[src/include/dtc_params.svh]
// offsets, bit positions, reset values and timing counts of the dynamic threshold control block
`ifndef DTC_PARAMS_SVH
`define DTC_PARAMS_SVH

// register word indexes (8-bit map, word index times four on the bus)
`define DTC_IDX_CTRL1        8'h36
`define DTC_IDX_CYC_LO       8'h37
`define DTC_IDX_OP_R1        8'h33
`define DTC_IDX_OP_LOC       8'h34
`define DTC_IDX_OP_R2        8'h35
`define DTC_IDX_STATUS       8'h80
`define DTC_IDX_MASK         8'h81
`define DTC_IDX_LOCK         8'h82
`define DTC_IDX_MIN_FAN_ON_TEMPERATURE_R1      8'h83
`define DTC_IDX_MIN_FAN_ON_TEMPERATURE_LOC     8'h84
`define DTC_IDX_MIN_FAN_ON_TEMPERATURE_R2      8'h85

// control register one fields
`define DTC_BIT_CYC_MSB      0
`define DTC_BIT_VLOW_POLICY  1
`define DTC_BIT_CAP_R1       2
`define DTC_BIT_CAP_LOC      3
`define DTC_BIT_CAP_R2       4
`define DTC_BIT_DYN_R1       5
`define DTC_BIT_DYN_LOC      6
`define DTC_BIT_DYN_R2       7

// status / mask fields
`define DTC_ST_VLOW          1
`define DTC_ST_CAPTURE       2

// reset values
`define DTC_RST_CTRL1        8'h00
`define DTC_RST_CYC_LO       8'h00
`define DTC_RST_OP           8'h64
`define DTC_RST_MIN_FAN_ON_TEMPERATURE         8'h5a

// decrease interval base, increase is twice it
`define DTC_DEC_BASE         12'h004
`define DTC_INC_BASE         12'h008

`endif

[src/include/dtc_pkg.sv]
// types shared by the dynamic threshold control block
package dtc_pkg;

  typedef struct packed {
    logic [7:0] remote1;
    logic [7:0] local_t;
    logic [7:0] remote2;
  } dtc_temps_s;

  typedef struct packed {
    logic remote2_dynamic_enable;
    logic local_dynamic_enable;
    logic remote1_dynamic_enable;
    logic remote2_capture_on_limit;
    logic local_capture_on_limit;
    logic remote1_capture_on_limit;
    logic core_voltage_low_policy;
    logic remote2_cycle_code_msb;
  } dtc_ctrl1_s;

  typedef enum logic [1:0] {
    DTC_WAIT,
    DTC_DEC,
    DTC_INC
  } dtc_step_e;

endpackage

[src/hdl/dtc_loop.sv]
// per-channel minimum fan-on temperature adjuster with cycle-code pacing
`timescale 1ns/100ps
`default_nettype none
`include "dtc_params.svh"

module dtc_loop #(
  parameter int unsigned CW = 12
) (
  input  wire logic       clk_i,      // system clock
  input  wire logic       rst_i,      // sync reset
  input  wire logic       tick_i,     // one monitoring cycle
  input  wire logic       enable_i,   // dynamic control on
  input  wire logic [2:0] code_i,     // cycle code
  input  wire logic [7:0] temp_i,     // current temperature
  input  wire logic [7:0] op_i,       // operating point
  input  wire logic [7:0] hi_i,       // high limit
  input  wire logic [7:0] lo_i,       // low limit
  input  wire logic       wr_i,       // software write of threshold
  input  wire logic [7:0] wdata_i,    // written threshold
  output logic      [7:0] min_fan_on_temperature_o      // minimum fan-on temperature
);

  logic [CW-1:0] cnt;
  logic [CW-1:0] dec_len;
  logic [CW-1:0] inc_len;
  dtc_pkg::dtc_step_e step;

  // cycle code n gives 4*2^n and 8*2^n monitoring cycles
  assign dec_len = CW'(`DTC_DEC_BASE) << code_i;
  assign inc_len = CW'(`DTC_INC_BASE) << code_i;

  always_comb
  begin
    if ($signed(temp_i) > $signed(op_i) && min_fan_on_temperature_o > lo_i)
      step = dtc_pkg::DTC_DEC;
    else if ($signed(temp_i) < $signed(op_i) && min_fan_on_temperature_o < hi_i)
      step = dtc_pkg::DTC_INC;
    else
      step = dtc_pkg::DTC_WAIT;
  end

  // the counter restarts while idle so a fresh enable waits a full interval
  always_ff @(posedge clk_i)
  begin
    if (rst_i || !enable_i)
      cnt <= '0;
    else if (tick_i)
    begin
      case (step)
        dtc_pkg::DTC_DEC: cnt <= (cnt + 1'b1 >= dec_len) ? '0 : cnt + 1'b1;
        dtc_pkg::DTC_INC: cnt <= (cnt + 1'b1 >= inc_len) ? '0 : cnt + 1'b1;
        default:          cnt <= '0;
      endcase
    end
  end

  always_ff @(posedge clk_i)
  begin
    if (rst_i)
      min_fan_on_temperature_o <= `DTC_RST_MIN_FAN_ON_TEMPERATURE;
    else if (wr_i)
      min_fan_on_temperature_o <= wdata_i;
    else if (enable_i && tick_i)
    begin
      case (step)
        dtc_pkg::DTC_DEC:
          if (cnt + 1'b1 >= dec_len)
            min_fan_on_temperature_o <= min_fan_on_temperature_o - 8'h01;
        dtc_pkg::DTC_INC:
          if (cnt + 1'b1 >= inc_len)
            min_fan_on_temperature_o <= min_fan_on_temperature_o + 8'h01;
        default: ;
      endcase
    end
  end

endmodule

`default_nettype wire

[src/hdl/dtc_top.sv]
// dynamic threshold control register one with wishbone slave and capture logic
//
// What this block does
// - bit 0 holds the top bit of the remote 2 cycle code, the lower two come from the companion register.
// - the remote 2 cycle code paces how many monitoring cycles pass between threshold steps.
// - code n gives a decrease interval of 4*2^n and an increase interval of 8*2^n monitoring cycles.
// - with bit 1 set, on standby supply and core voltage under its low limit, low-voltage actions apply.
// - low-voltage actions set status bit 1 and raise the alert output when enabled.
// - low-voltage actions stop hot monitoring, dynamic control and shutdown entry until voltage recovers.
// - bit 2 copies remote 1 temperature into its operating point when the limit pin asserts.
// - bit 3 copies local temperature into its operating point when the limit pin asserts.
// - bit 4 copies remote 2 temperature into its operating point when the limit pin asserts.
// - with a capture bit clear, the pin is ignored and the operating point keeps its programmed value.
// - bit 5 enables dynamic threshold control on remote 1.
// - bit 6 enables dynamic threshold control on the local channel.
// - bit 7 enables dynamic threshold control on remote 2.
// - an enabled channel adjusts its threshold from temperature, operating point and limits.
// - a disabled channel keeps its programmed threshold under ordinary automatic control.
// - once the lock bit is set the register ignores every later write.
`timescale 1ns/100ps
`default_nettype none
`include "dtc_params.svh"

module dtc_top #(
  parameter int unsigned TICK_DIV = 16
) (
  input  wire logic               clk_i,           // 100 MHz clock
  input  wire logic               rst_i,           // sync reset, high
  input  wire logic [9:0]         adr_i,           // wishbone byte address
  input  wire logic [31:0]        dat_i,           // wishbone write data
  output logic      [31:0]        dat_o,           // wishbone read data
  input  wire logic               we_i,            // write enable
  input  wire logic [3:0]         sel_i,           // byte selects
  input  wire logic               cyc_i,           // bus cycle
  input  wire logic               stb_i,           // strobe
  output logic                    ack_o,           // acknowledge
  input  wire logic               thermal_limit_n_i, // limit pin, low active
  input  wire logic               standby_supply_i,  // running from standby rail
  input  wire logic [7:0]         core_voltage_i,    // core voltage reading
  input  wire logic [7:0]         core_low_limit_i,  // core voltage low limit
  input  wire logic               alert_enable_i,    // alert output enabled
  input  wire dtc_pkg::dtc_temps_s temps_i,        // current temperatures
  input  wire dtc_pkg::dtc_temps_s hi_lim_i,       // high limits
  input  wire dtc_pkg::dtc_temps_s lo_lim_i,       // low limits
  output logic                    alert_n_o,       // alert output, low active
  output logic                    hot_mon_en_o,    // processor hot monitoring allowed
  output logic                    shutdown_ok_o,   // shutdown entry allowed
  output logic                    irq_o,           // interrupt level
  output dtc_pkg::dtc_temps_s     min_fan_on_temperature_o,          // thresholds
  output dtc_pkg::dtc_temps_s     op_point_o       // operating points
);

  dtc_pkg::dtc_ctrl1_s ctrl1;
  logic [7:0]  cyc_lo;
  logic [7:0]  status;
  logic [7:0]  mask;
  logic        lock;
  logic [7:0]  idx;
  logic        wr;
  logic        rd;
  logic        limit_s1;
  logic        limit_s2;
  logic        limit_d;
  logic        limit_rise;
  logic        vlow;
  logic        vlow_d;
  logic [15:0] tick_cnt;
  logic        tick;
  logic [2:0]  dyn_en;
  logic [2:0]  code [3];
  logic [2:0]  min_fan_on_temperature_wr;
  logic [23:0] min_fan_on_temperature_flat;
  logic [23:0] temp_flat;
  logic [23:0] hi_flat;
  logic [23:0] lo_flat;
  logic [23:0] op_flat;

  //--------------------------------------------------------------
  // wishbone slave
  //--------------------------------------------------------------
  assign idx = adr_i[9:2];
  assign wr  = cyc_i && stb_i && we_i && !ack_o && sel_i[0];
  assign rd  = cyc_i && stb_i && !we_i && !ack_o;

  // one wait state, ack drops the cycle after it is given
  always_ff @(posedge clk_i)
  begin
    if (rst_i)
      ack_o <= 1'b0;
    else
      ack_o <= cyc_i && stb_i && !ack_o;
  end

  // unmapped reads return zero
  always_ff @(posedge clk_i)
  begin
    if (rst_i)
      dat_o <= 32'h0000_0000;
    else if (rd)
    begin
      case (idx)
        `DTC_IDX_CTRL1:    dat_o <= {24'h000000, ctrl1};
        `DTC_IDX_CYC_LO:   dat_o <= {24'h000000, cyc_lo};
        `DTC_IDX_OP_R1:    dat_o <= {24'h000000, op_point_o.remote1};
        `DTC_IDX_OP_LOC:   dat_o <= {24'h000000, op_point_o.local_t};
        `DTC_IDX_OP_R2:    dat_o <= {24'h000000, op_point_o.remote2};
        `DTC_IDX_STATUS:   dat_o <= {24'h000000, status};
        `DTC_IDX_MASK:     dat_o <= {24'h000000, mask};
        `DTC_IDX_LOCK:     dat_o <= {31'h00000000, lock};
        `DTC_IDX_MIN_FAN_ON_TEMPERATURE_R1:  dat_o <= {24'h000000, min_fan_on_temperature_o.remote1};
        `DTC_IDX_MIN_FAN_ON_TEMPERATURE_LOC: dat_o <= {24'h000000, min_fan_on_temperature_o.local_t};
        `DTC_IDX_MIN_FAN_ON_TEMPERATURE_R2:  dat_o <= {24'h000000, min_fan_on_temperature_o.remote2};
        default:           dat_o <= 32'h0000_0000;
      endcase
    end
  end

  //--------------------------------------------------------------
  // control registers and lock
  //--------------------------------------------------------------
  always_ff @(posedge clk_i)
  begin
    if (rst_i)
      lock <= 1'b0;
    else if (wr && idx == `DTC_IDX_LOCK && dat_i[0])
      lock <= 1'b1;
  end

  // lock is sticky until reset, so nothing can reopen the register
  always_ff @(posedge clk_i)
  begin
    if (rst_i)
      ctrl1 <= `DTC_RST_CTRL1;
    else if (wr && idx == `DTC_IDX_CTRL1 && !lock)
      ctrl1 <= dat_i[7:0];
  end

  always_ff @(posedge clk_i)
  begin
    if (rst_i)
      cyc_lo <= `DTC_RST_CYC_LO;
    else if (wr && idx == `DTC_IDX_CYC_LO && !lock)
      cyc_lo <= dat_i[7:0];
  end

  always_ff @(posedge clk_i)
  begin
    if (rst_i)
      mask <= 8'h00;
    else if (wr && idx == `DTC_IDX_MASK)
      mask <= dat_i[7:0];
  end

  //--------------------------------------------------------------
  // limit pin sync and edge
  //--------------------------------------------------------------
  always_ff @(posedge clk_i)
  begin
    if (rst_i)
    begin
      limit_s1 <= 1'b0;
      limit_s2 <= 1'b0;
      limit_d  <= 1'b0;
    end
    else
    begin
      limit_s1 <= !thermal_limit_n_i;
      limit_s2 <= limit_s1;
      limit_d  <= limit_s2;
    end
  end

  assign limit_rise = limit_s2 && !limit_d;

  //--------------------------------------------------------------
  // operating points with capture
  //--------------------------------------------------------------
  always_ff @(posedge clk_i)
  begin
    if (rst_i)
      op_point_o <= {`DTC_RST_OP, `DTC_RST_OP, `DTC_RST_OP};
    else
    begin
      if (limit_rise && ctrl1.remote1_capture_on_limit)
        op_point_o.remote1 <= temps_i.remote1;
      else if (wr && idx == `DTC_IDX_OP_R1 && !lock)
        op_point_o.remote1 <= dat_i[7:0];
      if (limit_rise && ctrl1.local_capture_on_limit)
        op_point_o.local_t <= temps_i.local_t;
      else if (wr && idx == `DTC_IDX_OP_LOC && !lock)
        op_point_o.local_t <= dat_i[7:0];
      if (limit_rise && ctrl1.remote2_capture_on_limit)
        op_point_o.remote2 <= temps_i.remote2;
      else if (wr && idx == `DTC_IDX_OP_R2 && !lock)
        op_point_o.remote2 <= dat_i[7:0];
    end
  end

  //--------------------------------------------------------------
  // low core voltage policy
  //--------------------------------------------------------------
  assign vlow = ctrl1.core_voltage_low_policy && standby_supply_i
                && core_voltage_i < core_low_limit_i;

  always_ff @(posedge clk_i)
  begin
    if (rst_i)
      vlow_d <= 1'b0;
    else
      vlow_d <= vlow;
  end

  assign hot_mon_en_o  = !vlow_d;
  assign shutdown_ok_o = !vlow_d;

  //--------------------------------------------------------------
  // sticky status, set wins over write-one clear
  //--------------------------------------------------------------
  always_ff @(posedge clk_i)
  begin
    if (rst_i)
      status <= 8'h00;
    else
    begin
      for (int b = 0; b < 8; b++)
      begin
        // set from the live condition so the flag lands with the outputs
        if (b == `DTC_ST_VLOW && vlow)
          status[b] <= 1'b1;
        else if (b == `DTC_ST_CAPTURE && limit_rise && ctrl1[4:2] != 3'b000)
          status[b] <= 1'b1;
        else if (wr && idx == `DTC_IDX_STATUS && dat_i[b])
          status[b] <= 1'b0;
      end
    end
  end

  assign irq_o = |(status & mask);
  // alert follows the registered low-voltage condition (vlow_d) while enabled
  assign alert_n_o = !(vlow_d && alert_enable_i);

  //--------------------------------------------------------------
  // monitoring cycle tick and per-channel loops
  //--------------------------------------------------------------
  always_ff @(posedge clk_i)
  begin
    if (rst_i || tick_cnt == 16'(TICK_DIV - 1))
      tick_cnt <= 16'h0000;
    else
      tick_cnt <= tick_cnt + 16'h0001;
  end

  assign tick = (tick_cnt == 16'(TICK_DIV - 1));

  // low voltage suspends every loop
  assign dyn_en = {ctrl1.remote2_dynamic_enable,
                   ctrl1.local_dynamic_enable,
                   ctrl1.remote1_dynamic_enable}
                  & {3{!vlow_d}};

  // remote 2 code spans two registers
  assign code[2] = {ctrl1.remote2_cycle_code_msb, cyc_lo[7:6]};
  assign code[1] = cyc_lo[5:3];
  assign code[0] = 3'h0;

  assign temp_flat = {temps_i.remote2, temps_i.local_t, temps_i.remote1};
  assign hi_flat   = {hi_lim_i.remote2, hi_lim_i.local_t, hi_lim_i.remote1};
  assign lo_flat   = {lo_lim_i.remote2, lo_lim_i.local_t, lo_lim_i.remote1};
  assign op_flat   = {op_point_o.remote2, op_point_o.local_t, op_point_o.remote1};
  assign min_fan_on_temperature_wr[0] = wr && idx == `DTC_IDX_MIN_FAN_ON_TEMPERATURE_R1 && !lock;
  assign min_fan_on_temperature_wr[1] = wr && idx == `DTC_IDX_MIN_FAN_ON_TEMPERATURE_LOC && !lock;
  assign min_fan_on_temperature_wr[2] = wr && idx == `DTC_IDX_MIN_FAN_ON_TEMPERATURE_R2 && !lock;

  for (genvar ch = 0; ch < 3; ch++)
  begin : g_loop
    dtc_loop #(
      .CW       (12)
    ) u_loop (
      .clk_i    (clk_i),
      .rst_i    (rst_i),
      .tick_i   (tick),
      .enable_i (dyn_en[ch]),
      .code_i   (code[ch]),
      .temp_i   (temp_flat[ch*8 +: 8]),
      .op_i     (op_flat[ch*8 +: 8]),
      .hi_i     (hi_flat[ch*8 +: 8]),
      .lo_i     (lo_flat[ch*8 +: 8]),
      .wr_i     (min_fan_on_temperature_wr[ch]),
      .wdata_i  (dat_i[7:0]),
      .min_fan_on_temperature_o   (min_fan_on_temperature_flat[ch*8 +: 8])
    );
  end

  assign min_fan_on_temperature_o = {min_fan_on_temperature_flat[7:0], min_fan_on_temperature_flat[15:8], min_fan_on_temperature_flat[23:16]};
endmodule

`default_nettype wire

[config.mk]
export PLATFORM = sky130hd
export DESIGN_NAME = dtc_top
export DESIGN_NICKNAME = d
export VERILOG_FILES = /design/src/include/dtc_pkg.sv /design/src/hdl/dtc_loop.sv /design/src/hdl/dtc_top.sv
export VERILOG_INCLUDE_DIRS = /design/src /design/src/include
export SDC_FILE = /design/constraint.sdc
export NUM_CORES = 1
export LEC_CHECK = 0
export BUFFER_PORTS_ARGS = -buffer_cell sky130_fd_sc_hd__buf_2
export CORE_MARGIN = 2
export CORE_UTILIZATION = 44
export CTS_CLUSTER_SIZE = 16
export DETAILED_ROUTE_END_ITERATION = 8
export PLACE_DENSITY = 0.75
export SYNTH_ARGS = -nofsm -noshare
export SYNTH_HDL_FRONTEND = slang
export SYNTH_SLANG_ARGS = --single-unit
[constraint.sdc]
create_clock -name clk_i -period 4.4 [get_ports clk_i]
set_input_delay 0.88 -clock clk_i [delete_from_list [all_inputs] [get_ports clk_i]]
set_output_delay 0.88 -clock clk_i [all_outputs]
set_load 0.01 [all_outputs]
### Word level (Yosys, flattened, before mapping)

Index checks and enable logic that the tools add are counted.

* register bits: 164
* input bits: 142
* output and inout port bits: 85
* word-level logic and storage cells: 205

* add/sub/neg operators: 10
* $lt $le $gt $ge: 19
* equality and inequality tests: 24
* shifts and indexed selects: 4
* muxes and demuxes: 41
* bitwise logic cells: 2
* reduce and logical (&&, ||, !) cells: 76

Operators by type and width (count)
* $mux W8: 18
* $pmux W8 S11: 1
* $mux W12: 6
* $pmux W12 S2: 3
* $lt A8 B8 Y1: 7
* $eq A8 B8 Y1 const B: 6
* $ge A12 B12 Y1: 4
* $gt A8 B8 Y1: 6
* $pmux W8 S2: 3
* $logic_and A1 B1 Y1: 46
* $eq A8 B6 Y1 const B: 5
* $add A12 B1 Y12 const B: 3
* $add A8 B1 Y8 const B: 3
* $shl A3 B3 Y12 const A: 2
* $shl A4 B3 Y12 const A: 2
* $sub A8 B1 Y8 const B: 3
* $ne A3 B1 Y1 const B: 6
* $add A16 B1 Y16 const B: 1
* $eq A16 B4 Y1 const B: 1
* $reduce_bool A2 Y1: 8
* $ge A12 B3 Y1 const B: 1
* $ge A12 B4 Y1 const B: 1
* $mux W2: 6
* $reduce_and A4 Y1: 3
* 9 further kinds: 31

### Logic depth before layout (Yosys ltp)

Gate-level depths: netlist (run 1).

* depth after elaboration: 8
* depth in mapped cells: 17
* depth with buffers taken out: 17

### Cells and area by module

A second synthesis (run 1) with hierarchy kept.

* cell total of the unflattened synthesis: 1429
* area total of the unflattened synthesis: 11683.7 um2

By module, submodules not included
* dtc_loop at g_loop[0].u_loop ...: instances 2, cells each 303, area each 2417.3 um2, seq. area each 400.4 um2
* dtc_top: instances 1, cells each 524, area each 4461.8 um2, seq. area each 1601.5 um2
* dtc_loop at g_loop[1].u_loop: instances 1, cells each 299, area each 2387.3 um2, seq. area each 400.4 um2

### Worst setup path before layout (run 1)

No wires, ideal clock.

* path type: input to register
* start point: input temps_i[12] (netlist name)
* end point: register g_loop[1].u_loop.min_fan_on_temperature_o[7]
* arrival: 3.806 ns
* data required time: 4.283 ns
* path slack: 0.477 ns
* stages: 16
* path buffers: 0
* path through: ha_1 a211o_1 o2111ai_1 nand4b_1 o22ai_1 and2_1 inv_1 ha_1 a21oi_1 nor2b_1 o31ai_1 a21oi_1 nor4_1 o2111ai_1 xnor2_1 a22o_1

* word-level cells in the longest chain between the ends: 8
* elaborated cells on any way between the ends: 15

RTL lines
* start: declaration: line dtc_top.sv:42 `input wire dtc_pkg::dtc_temps_s temps_i,`
* $lt A8 B8 Y1: line dtc_loop.sv:36 `else if ($signed(temp_i) < $signed(op_i) && min_fan_on_temperature_o < hi_i)`
* $logic_and A1 B1 Y1: line dtc_loop.sv:36
* $mux W2: line dtc_loop.sv:36
* $mux W2 (*): line dtc_loop.sv:34 `if ($signed(temp_i) > $signed(op_i) && min_fan_on_temperature_o > lo_i)`
* $eq A2 B2 Y1 or $eq A2 B1 Y1 (tied branches): line dtc_loop.sv:65 `case (step)`
* $pmux W8 S2: line dtc_loop.sv:65
* $mux W8: line dtc_loop.sv:63 `else if (enable_i && tick_i)`
* $mux W8: line dtc_loop.sv:61 `else if (wr_i)`
* end signal: assignment: line dtc_loop.sv:60 `` min_fan_on_temperature_o <= `DTC_RST_MIN_FAN_ON_TEMPERATURE; ``
* end signal: assignment: line dtc_loop.sv:62 `min_fan_on_temperature_o <= wdata_i;`
* end signal: assignment: line dtc_loop.sv:68 `min_fan_on_temperature_o <= min_fan_on_temperature_o - 8'h01;`
* end: declaration: line dtc_loop.sv:20 `output logic [7:0] min_fan_on_temperature_o`

Mark *: on every way between the ends. The rest lies on a longest branch, timed or not. The select of a mux whose other input is x is not followed.
A chain may end at the register's enable or synchronous reset.

### Final worst setup path (run 1)

* start point: input hi_lim_i[14] (netlist name)
* end point: register g_loop[1].u_loop.min_fan_on_temperature_o[7]

* word-level cells in the longest chain between the ends: 8
* elaborated cells on any way between the ends: 13

RTL lines
* start: declaration: line dtc_top.sv:43 `input wire dtc_pkg::dtc_temps_s hi_lim_i,`
* $lt A8 B8 Y1 (*): line dtc_loop.sv:36
* $logic_and A1 B1 Y1 (*): line dtc_loop.sv:36
* $mux W2 (*): line dtc_loop.sv:36
* $mux W2 (*): line dtc_loop.sv:34
* $eq A2 B2 Y1 or $eq A2 B1 Y1 (tied branches): line dtc_loop.sv:65
* $pmux W8 S2: line dtc_loop.sv:65
* $mux W8: line dtc_loop.sv:63
* $mux W8: line dtc_loop.sv:61

Marked as above.

==> flow_metrics.py, run 1 <==
metrics = {
    "outcome": {
        "status": "completed",
    },
    "cts": {
        "cts_root_buf": "clkbuf_16",
        "post_cts_buffers": 0,
        "numCtsBuffers": 17,
        "tritoncts": "built",
        "insertion_delay_ns": 0.44,
        "cts_buffer_depth": 2,
        "cts_resized": 0,
        "htreeDepth": 4,
        "cts_hold_buffers": 0,
        "path_clk_slew_ns": 0.06,
        "clkSinkCount": 140,
    },
    "floorplan": {
        "die_area_mm2": 0.0251,
        "rows": 56,
        "initial_utilization_pct": 44.8,
        "die_h_um": 158,
        "die_w_um": 158,
        "core_mm2": 0.0234,
        "ios": 227,
    },
    "worst_setup_path": {
        "critical_path_buf_inv_count": 3,
        "worst_setup_path_start_kind": "input port",
        "cp_data_arrival_time_ns": 4.45,
        "path_max_fanout": 6,
        "r2r_cells": 13,
        "cp-end-kind": "flip-flop",
        "max_stage_delay_ns": 0.36,
        "path_cells": "buf_2, inv_1, ha_1, a21o_1, a221o_1, a31oi_1, and2_1, inv_1, ha_1, a21oi_1, nor2b_1, o31ai_1, a21oi_1, nor4_1, o2111ai_1, xnor2_1, a22o_1",
        "crit_type": "in2reg",
        "rr_startpoint": "g_loop[1].u_loop.cnt[0]$_SDFFE_PP0P_",
        "rrSetupSlack_ns": 0.32,
        "r2r-end": "g_loop[1].u_loop.min_fan_on_temperature_o[2]$_SDFFE_PP0P_",
        "crit_family": "compound AO/OA/AOI/OAI gates",
        "cpMaxStageDelayCell": "o31ai_1",
        "crit_required_ns": 4.72,
    },
    "detailed_routing": {
        "viasPerCell": 5.63,
        "wl_um": 30000,
        "drt_first_pass_iters": 8,
        "antenna_left": 0,
        "drc": 0,
        "drt_iter0_drc": 832,
        "wire_per_inst_um": 16.6,
        "dr_total_vias": 10100,
    },
    "placed_design": {
        "portBuffers": 173,
        "dp_hpwl_um": 22800,
        "place_area_mm2": 0.0115,
        "routabilityCongestion": 0.929,
        "place_inst": 1771,
    },
    "grt": {
        "gr-total-overflow": 0,
        "grt_pass1_vias": 9316,
        "grtUsageTotal_pct": 23.9,
        "antenna_found_initial": 1,
        "grt_max_degree": 34,
        "grt_pass1_wl_um": 47100,
    },
    "pwr": {
        "leakage_nw": 5.54,
        "peakVddDrop_mv": 0.215,
        "finalPower_mw": 3.04,
        "power.density_mw_per_mm2": 251,
    },
    "worst_hold_path": {
        "min-delay-start": "limit_s1$_SDFF_PP0_",
        "hold_depth": 1,
        "hold_end": "limit_s2$_SDFF_PP0_",
        "hp-class": "reg2reg",
    },
    "sta": {
        "drv_slew": 0,
        "slew_headroom_pct": 30.6,
        "setup_viol": 0,
        "clock_skew_ns": 0.0134,
        "fmax_ghz": 0.242,
        "tightest_slew_ns": 1.03,
        "finalSetupTns_ns": 0,
        "rsz0062_at_grt": "false",
        "fin_crit_sh_pct": 93.8,
        "hold_ws_ns": 0.438,
        "period_needed_ns": 4.13,
        "finalHoldViolCount": 0,
    },
    "logic_synthesis": {
        "mappedNetlistArea_mm2": 0.0105,
        "synthTopCellsByArea": "dfxtp_1, ha_1, nand2_1",
        "syn_area_per_cell_um2": 7.92,
        "yosysMostFrequentCell": "dfxtp_1",
        "synth_edf_count": 0,
        "ys_warn_count": 0,
        "synth_top_cell_by_area": "dfxtp_1",
        "seq_area_frac_synth_pct": 26.7,
        "synthCells": 1324,
        "yosys_most_used_dff": "dfxtp_1",
        "synth.ff_latch_count": 140,
        "synth_cell_types": 72,
        "synth_common_cells": "dfxtp_1, ha_1, nand2_1",
        "yosys.area.top_type_share_pct": 26.7,
        "async_flop_share_pct": 0,
    },
    "finish": {
        "fin_nets": 1751,
        "fillers": 2219,
        "multi_input_area_mm2": 0.00700,
        "synthToLayoutAreaGrowth_pct": 15.5,
        "drive_above_1_share_pct": 16.1,
        "instances_no_fill": 1802,
        "num_antenna_cells": 0,
        "seq_area_mm2": 0.00280,
        "postLayoutCellArea_mm2": 0.0121,
    },
    "job": {
        "cap_violations": 0,
    },
}
[metal layers]
metal | up-vias | part of all wire [%] | GRT usage, %
met3 | 60 | 10 | 5.82
met5 | - | 0 | 0
li1 | 4959 | - | -
met2 | 435 | 44 | 38.3
met1 | 4684 | 43 | 31.5
met4 | 0 | 2.3 | 8.32
[area by class of cell]
cell class / instances / area share, %
inverter: 95 / 2.94
sequential: 140 / 23.1
clock buffer: 22 / 4.08
clock inverter: 9 / 0.723
timing repair buffer: 187 / 8.02
tap: 319 / 3.30
multi-input combinational: 1030 / 57.8
[layout by cell type, fill, tap and decap left out, types with 16 or more instances in the layout]
cell	synthesis	final
a21oi_1	84	84
a311oi_1	16	16
and2_1	16	16
and3_1	28	28
buf_2	5	173
clkbuf_16	0	17
conb_1	1	24
dfxtp_1	140	140
ha_1	135	135
inv_1	95	95
mux2i_1	37	37
nand2_1	131	131
nand2b_1	16	16
nand3_1	78	78
nand4_1	20	20
nor2_1	126	126
nor2b_1	17	16
nor3_1	21	21
o21ai_0	50	50
xnor2_1	41	41
xor2_1	20	20
[cells by family (layout without fill, tap and decap cells)]
kind of cell               count (synthesis)  in the layout  share of synthesized area (%)
and+or+nand+nor                          504            504                           23.6
AOI/OAI and AO/OA                        263            263                           16.6
buffers and inverters                    177            313                           7.36
DFF                                      140            140                           26.7
adders and majority gates                138            138                           16.7
xor gates and xnor gates                  61             61                           5.10
muxes                                     40             40                           3.85
other                                      1             24                         0.0358
[power breakdown]
part / switching [mW] / internal (mW) / total (mW) / leakage (nW)
clock: 0.554 / 0.847 / 1.40 / 0.276
sequential: 0.00236 / 1.27 / 1.27 / 1.13
combinational: 0.217 / 0.151 / 0.368 / 4.13
total: 0.774 / 2.27 / 3.04 / 5.54
[registers in the layout, indices dropped and copies added, names as in the netlist, 2 cells and up]
register / cells
tick_cnt: 16
mask: 8
g_loop.u_loop.cnt: 36
dat_o: 8
g_loop.u_loop.min_fan_on_temperature_o: 24
op_point_o: 24
cyc_lo: 8
ctrl1: 7
status: 2
[worst max-delay path by stage]
stage	from	end	slack (ns)	cells after the start
6_report	hi_lim_i[14]	g_loop[1].u_loop.min_fan_on_temperature_o[7]$_SDFFE_PP0P_	0.27	17
3_5_place_dp	temps_i[12]	g_loop[1].u_loop.min_fan_on_temperature_o[7]$_SDFFE_PP0P_	0.05	18
3_3_place_gp	temps_i[12]	g_loop[1].u_loop.min_fan_on_temperature_o[7]$_SDFFE_PP0P_	0.22	18
4_1_cts	g_loop[1].u_loop.cnt[0]$_SDFFE_PP0P_	g_loop[1].u_loop.min_fan_on_temperature_o[2]$_SDFFE_PP0P_	0.38	13
5_1_grt	g_loop[1].u_loop.cnt[0]$_SDFFE_PP0P_	g_loop[1].u_loop.min_fan_on_temperature_o[2]$_SDFFE_PP0P_	0.10	13
2_1_floorplan	temps_i[12]	g_loop[1].u_loop.min_fan_on_temperature_o[7]$_SDFFE_PP0P_	0.48	16
[through the flow]
step	setup slack [ns]	utilization (%)
after detailed placement	0.0484	49.3
after floorplan	0.477	-
after CTS	0.376	51.7
final	0.275	51.7
after global routing	0.102	51.7
after global placement	0.221	49.3
(Power assumes the default switching activity.)
==> inputs of run 2 (changes only) <==
Settings changed: CTS_BUF_LIST from default to sky130_fd_sc_hd__clkbuf_16.
==> run 2 against run 1 <==
Against the previous run: wire length decreased by 0.34%; total power decreased by 3.0%; via count increased by 0.15%; sequential share of layout area increased by 0.096 points; final cell count unchanged; combinational power about the same; non-clock buffer count unchanged; worst hold slack improved by 0.0018 ns; core utilization decreased by 0.21 points; global-route usage about the same; clock power decreased by 6%; largest cell class unchanged.
==> flow_metrics.py, run 2 (synthesis gave the netlist of run 1 again) <==
metrics = {
    "pwr": {
        "leakage_nw": 5.51,
        "power.density_mw_per_mm2": 245,
        "finalPower_mw": 2.95,
        "peakVddDrop_mv": 0.218,
    },
    "grt": {
        "grtUsageTotal_pct": 23.9,
        "gr-total-overflow": 0,
        "grt-busiest-layer": "met2",
        "grt_max_degree": 34,
        "grt_pass1_vias": 9342,
        "grt_pass1_wl_um": 47000,
        "met2_usage_pct": 38.2,
        "antenna_found_initial": 1,
        "gr-usage-met3_pct": 5.25,
        "grtUsageMet1_pct": 31.5,
    },
    "outcome": {
        "status": "completed",
    },
    "sta": {
        "finalHoldViolCount": 0,
        "finalSetupTns_ns": 0,
        "fin_ws_ns": 0.350,
        "setup_viol": 0,
        "fmax_ghz": 0.247,
        "hold_ws_ns": 0.440,
        "tightest_slew_ns": 1.07,
        "rsz0062_at_grt": "false",
        "drv_slew": 0,
        "period_needed_ns": 4.05,
        "clock_skew_ns": 0.00995,
        "fin_crit_sh_pct": 92.0,
        "slew_headroom_pct": 28.1,
    },
    "floorplan": {
        "rows": 56,
        "die_area_mm2": 0.0251,
        "ios": 227,
        "die_w_um": 158,
        "die_h_um": 158,
        "core_mm2": 0.0234,
        "initial_utilization_pct": 44.8,
    },
    "cts": {
        "numCtsBuffers": 17,
        "insertion_delay_ns": 0.43,
        "path_clk_slew_ns": 0.05,
        "cts_root_buf": "clkbuf_16",
        "post_cts_buffers": 0,
        "cts_buffer_depth": 2,
        "cts_hold_buffers": 0,
        "cts_resized": 0,
        "htreeDepth": 4,
        "clkSinkCount": 140,
        "tritoncts": "built",
    },
    "worst_setup_path": {
        "crit_required_ns": 4.72,
        "max_stage_delay_ns": 0.37,
        "cp-end-kind": "flip-flop",
        "path_max_fanout": 6,
        "path_cells": "buf_2, ha_1, a211o_1, o2111ai_1, nand4b_1, o22ai_1, buf_4, and2_1, inv_1, ha_1, a21oi_1, nor2b_1, o31ai_1, a21oi_1, nor4_1, o2111ai_1, xnor2_1, a22o_1",
        "crit_type": "in2reg",
        "cp_data_arrival_time_ns": 4.37,
        "cpMaxStageDelayCell": "o31ai_1",
        "worst_setup_path_start_kind": "input port",
    },
    "placed_design": {
        "portBuffers": 173,
        "dp_hpwl_um": 22800,
        "place_ws_ns": 0.0484,
        "routabilityCongestion": 0.929,
    },
    "detailed_routing": {
        "wl_um": 29900,
        "wire_per_inst_um": 16.6,
        "viasPerCell": 5.63,
        "drc": 0,
        "drt_iter0_drc": 864,
        "dr_total_vias": 10200,
        "drt_first_pass_iters": 6,
        "antenna_left": 0,
    },
    "finish": {
        "drive_above_1_share_pct": 15.8,
        "fillers": 2233,
        "num_antenna_cells": 0,
        "fin_nets": 1751,
        "layout_common_cells": "buf_2, dfxtp_1, ha_1",
        "reg_top3": "g_loop.u_loop.cnt x36, g_loop.u_loop.min_fan_on_temperature_o x24, op_point_o x24",
        "final_common_cell": "buf_2",
        "largest_reg_flops": 36,
        "synthToLayoutAreaGrowth_pct": 15.0,
        "largest_register": "g_loop.u_loop.cnt",
    },
    "worst_hold_path": {
        "hp-class": "reg2reg",
    },
    "job": {
        "cap_violations": 0,
    },
}
-- run 2: cell count changes in the layout (fill, tap and decap cells not counted), sizes merged --
cell	delta
clkbuf	-5
clkinv	+5
-- run 2: final timing paths --
path / start / to / slack [ns] / cells past startpoint
worst max-delay path: temps_i[12] / g_loop[1].u_loop.min_fan_on_temperature_o[7]$_SDFFE_PP0P_ / 0.35 / 18
worst min-delay path: limit_s1$_SDFF_PP0_ / limit_s2$_SDFF_PP0_ / 0.44 / 1
worst max register to register: g_loop[1].u_loop.cnt[0]$_SDFFE_PP0P_ / g_loop[1].u_loop.min_fan_on_temperature_o[2]$_SDFFE_PP0P_ / 0.40 / 13
worst min register to register: limit_s1$_SDFF_PP0_ / limit_s2$_SDFF_PP0_ / 0.44 / 1
-- run 2: through the flow --
step	area, um2	cells	utilization [%]
final	12100	1802	51.5
after detailed placement	11500	1771	49.3
after global placement	11500	1771	49.3
after global routing	12100	1802	51.5
after CTS	12100	1802	51.5
after floorplan	10600	1347	-
-- run 2: power breakdown --
part / internal [mW] / switching [mW] / leakage [nW]
logic: 0.151 / 0.216 / 4.13
clock network: 0.760 / 0.551 / 0.248
registers: 1.27 / 0.00234 / 1.13
-- run 2: cell type report --
class	count	area [um2]	share of cell area (%)
clock buffers	17	425	3.53
clock inverters	14	106	0.882
inverters	95	357	2.96
multi-input cells	1030	7000	58.0
flip-flops and latches	140	2800	23.2
well taps	319	399	3.31
repair buffers	187	971	8.05
-- run 2: routing by layer --
metal	part of all wire, %	wire length, um	up-vias
met3	9.7	2910	41
li1	-	-	4956
met5	0	0	-
met4	2.1	626	0
met1	44	13000	4733
met2	45	13300	423
-- run 2: worst max-delay path, delay by kind of cell --
kind                     cells  cell delay, ns
AO/OA/AOI/OAI                8            1.64
XOR/XNOR                     1            0.18
AND/OR/NAND/NOR              4            0.63
adder cells (fa/ha/maj)      2            0.60
buffers and inverters        3            0.44
==> inputs of run 3 (changes only) <==
Settings changed: MAX_ROUTING_LAYER from default to met4.
==> run 3 against run 2 <==
Against the previous run: global-route usage increased by 0.68 points; first-iteration DRC count down 0.12%; clock skew about the same; sequential share of layout area hardly changed; non-clock buffer count is the same; core utilization hardly changed; wire length grew 0.10%; design area barely moved; clock power about the same; total power shrank 0.10%; die area is the same; highest routed layer unchanged.
==> flow_metrics.py, run 3 (synthesis gave the netlist of run 1 again) <==
metrics = {
    "outcome": {
        "status": "completed",
    },
    "floorplan": {
        "core_mm2": 0.0234,
        "ios": 227,
        "initial_utilization_pct": 44.8,
        "die_area_mm2": 0.0251,
        "die_w_um": 158,
        "rows": 56,
        "die_h_um": 158,
    },
    "sta": {
        "slew_headroom_pct": 28.7,
        "clock_skew_ns": 0.00990,
        "finalHoldViolCount": 0,
        "period_needed_ns": 4.04,
        "fmax_ghz": 0.248,
        "rsz0062_at_grt": "false",
        "fin_crit_sh_pct": 91.8,
        "finalSetupTns_ns": 0,
        "drv_slew": 0,
        "setup_viol": 0,
        "tightest_slew_ns": 1.06,
    },
    "detailed_routing": {
        "wl_met2_um": 13200,
        "met1_length_um": 13100,
        "wl_met3_um": 2900,
        "drc": 0,
        "top_layer_used": "met4",
        "antenna_left": 0,
        "wire_per_inst_um": 16.6,
        "dr_total_vias": 10200,
        "viasPerCell": 5.63,
        "drt_iter0_drc": 863,
        "drt_first_pass_iters": 6,
        "wl_um": 29900,
    },
    "finish": {
        "fin_nets": 1751,
        "instances_no_fill": 1803,
        "synthToLayoutAreaGrowth_pct": 15.0,
        "fin_util_pct": 51.5,
        "final_common_cell": "buf_2",
        "drive_above_1_share_pct": 15.8,
        "largest_register": "g_loop.u_loop.cnt",
        "layout_common_cells": "buf_2, dfxtp_1, ha_1",
        "largest_reg_flops": 36,
        "fillers": 2233,
        "reg_top3": "g_loop.u_loop.cnt x36, g_loop.u_loop.min_fan_on_temperature_o x24, op_point_o x24",
    },
    "placed_design": {
        "routabilityCongestion": 0.945,
        "portBuffers": 173,
        "dp_hpwl_um": 22800,
        "place_inst": 1771,
    },
    "worst_hold_path": {
        "hold_end": "limit_s2$_SDFF_PP0_",
        "min-delay-start": "limit_s1$_SDFF_PP0_",
        "hp-class": "reg2reg",
        "hold_depth": 1,
    },
    "cts": {
        "tritoncts": "built",
        "insertion_delay_ns": 0.43,
        "cts_buffer_depth": 2,
        "cts_hold_buffers": 0,
        "post_cts_buffers": 0,
        "htreeDepth": 4,
        "cts_resized": 0,
        "path_clk_slew_ns": 0.05,
        "numCtsBuffers": 17,
        "clkSinkCount": 140,
        "cts_root_buf": "clkbuf_16",
    },
    "grt": {
        "grtUsageTotal_pct": 24.6,
        "gr-total-overflow": 0,
        "antenna_found_initial": 1,
        "grt_max_degree": 34,
        "grt_pass1_wl_um": 47000,
        "grt_pass1_vias": 9340,
    },
    "worst_setup_path": {
        "worst_setup_path_start_kind": "input port",
        "path_cells": "buf_2, ha_1, a211o_1, o2111ai_1, nand4b_1, o22ai_1, buf_4, and2_1, inv_1, ha_1, a21oi_1, nor2b_1, o31ai_1, a21oi_1, nor4_1, o2111ai_1, xnor2_1, a22o_1",
        "max_stage_delay_ns": 0.35,
        "cp.depth": 18,
        "rrSetupSlack_ns": 0.43,
        "crit_type": "in2reg",
        "crit_required_ns": 4.72,
        "crit_family": "compound AO/OA/AOI/OAI gates",
        "critPathLaunch": "temps_i[12]",
        "r2r-end": "g_loop[1].u_loop.min_fan_on_temperature_o[2]$_SDFFE_PP0P_",
        "cpMaxStageDelayCell": "o31ai_1",
        "critical_path_buf_inv_count": 3,
        "rr_startpoint": "g_loop[1].u_loop.cnt[0]$_SDFFE_PP0P_",
        "cp-end-kind": "flip-flop",
        "r2r_cells": 13,
        "cp_data_arrival_time_ns": 4.36,
        "path_max_fanout": 6,
    },
    "pwr": {
        "finalPower_mw": 2.95,
        "peakVddDrop_mv": 0.215,
        "power.density_mw_per_mm2": 244,
        "leakage_nw": 5.51,
    },
    "job": {
        "cap_violations": 0,
    },
}
==> run 3: worst max path at each step <==
stage	to	slack [ns]
floorplan	g_loop[1].u_loop.min_fan_on_temperature_o[7]$_SDFFE_PP0P_	0.48
global placement	g_loop[1].u_loop.min_fan_on_temperature_o[7]$_SDFFE_PP0P_	0.22
detailed placement	g_loop[1].u_loop.min_fan_on_temperature_o[7]$_SDFFE_PP0P_	0.05
CTS	g_loop[1].u_loop.min_fan_on_temperature_o[7]$_SDFFE_PP0P_	0.41
global route	g_loop[1].u_loop.min_fan_on_temperature_o[7]$_SDFFE_PP0P_	0.18
finish	g_loop[1].u_loop.min_fan_on_temperature_o[7]$_SDFFE_PP0P_	0.36
==> run 3: layout make-up <==
cell class                 count  area, um2  share of cell area [%]
timing repair buffer         187        971                    8.05
sequential                   140       2800                    23.2
clock inverter                14        106                   0.882
inverter                      95        357                    2.96
clock buffer                  17        425                    3.53
multi-input combinational   1030       7000                    58.0
antenna                        1       2.50                  0.0207
tap                          319        399                    3.31
==> run 3: metal layers <==
metal  vias to the layer above  global-route usage [%]
met1                      4716                    31.6
li1                       4963                       -
met3                        56                    5.33
met4                         0                    8.54
met2                       415                    38.3
met5                         -                       -
==> run 3: power breakdown <==
part | internal (mW) | switching [mW]
sequential | 1.27 | 0.00239
combinational | 0.151 | 0.216
clock | 0.760 | 0.547
==> run 3: stage by stage <==
step | setup WS, ns | area, um2 | hold WS [ns]
6_report | 0.362 | 12100 | 0.442
5_1_grt | 0.178 | 12100 | 0.467
4_1_cts | 0.406 | 12100 | 0.444
3_5_place_dp | 0.0484 | 11500 | 0.431
3_3_place_gp | 0.221 | 11500 | 0.420
2_1_floorplan | 0.477 | 10600 | 0.413
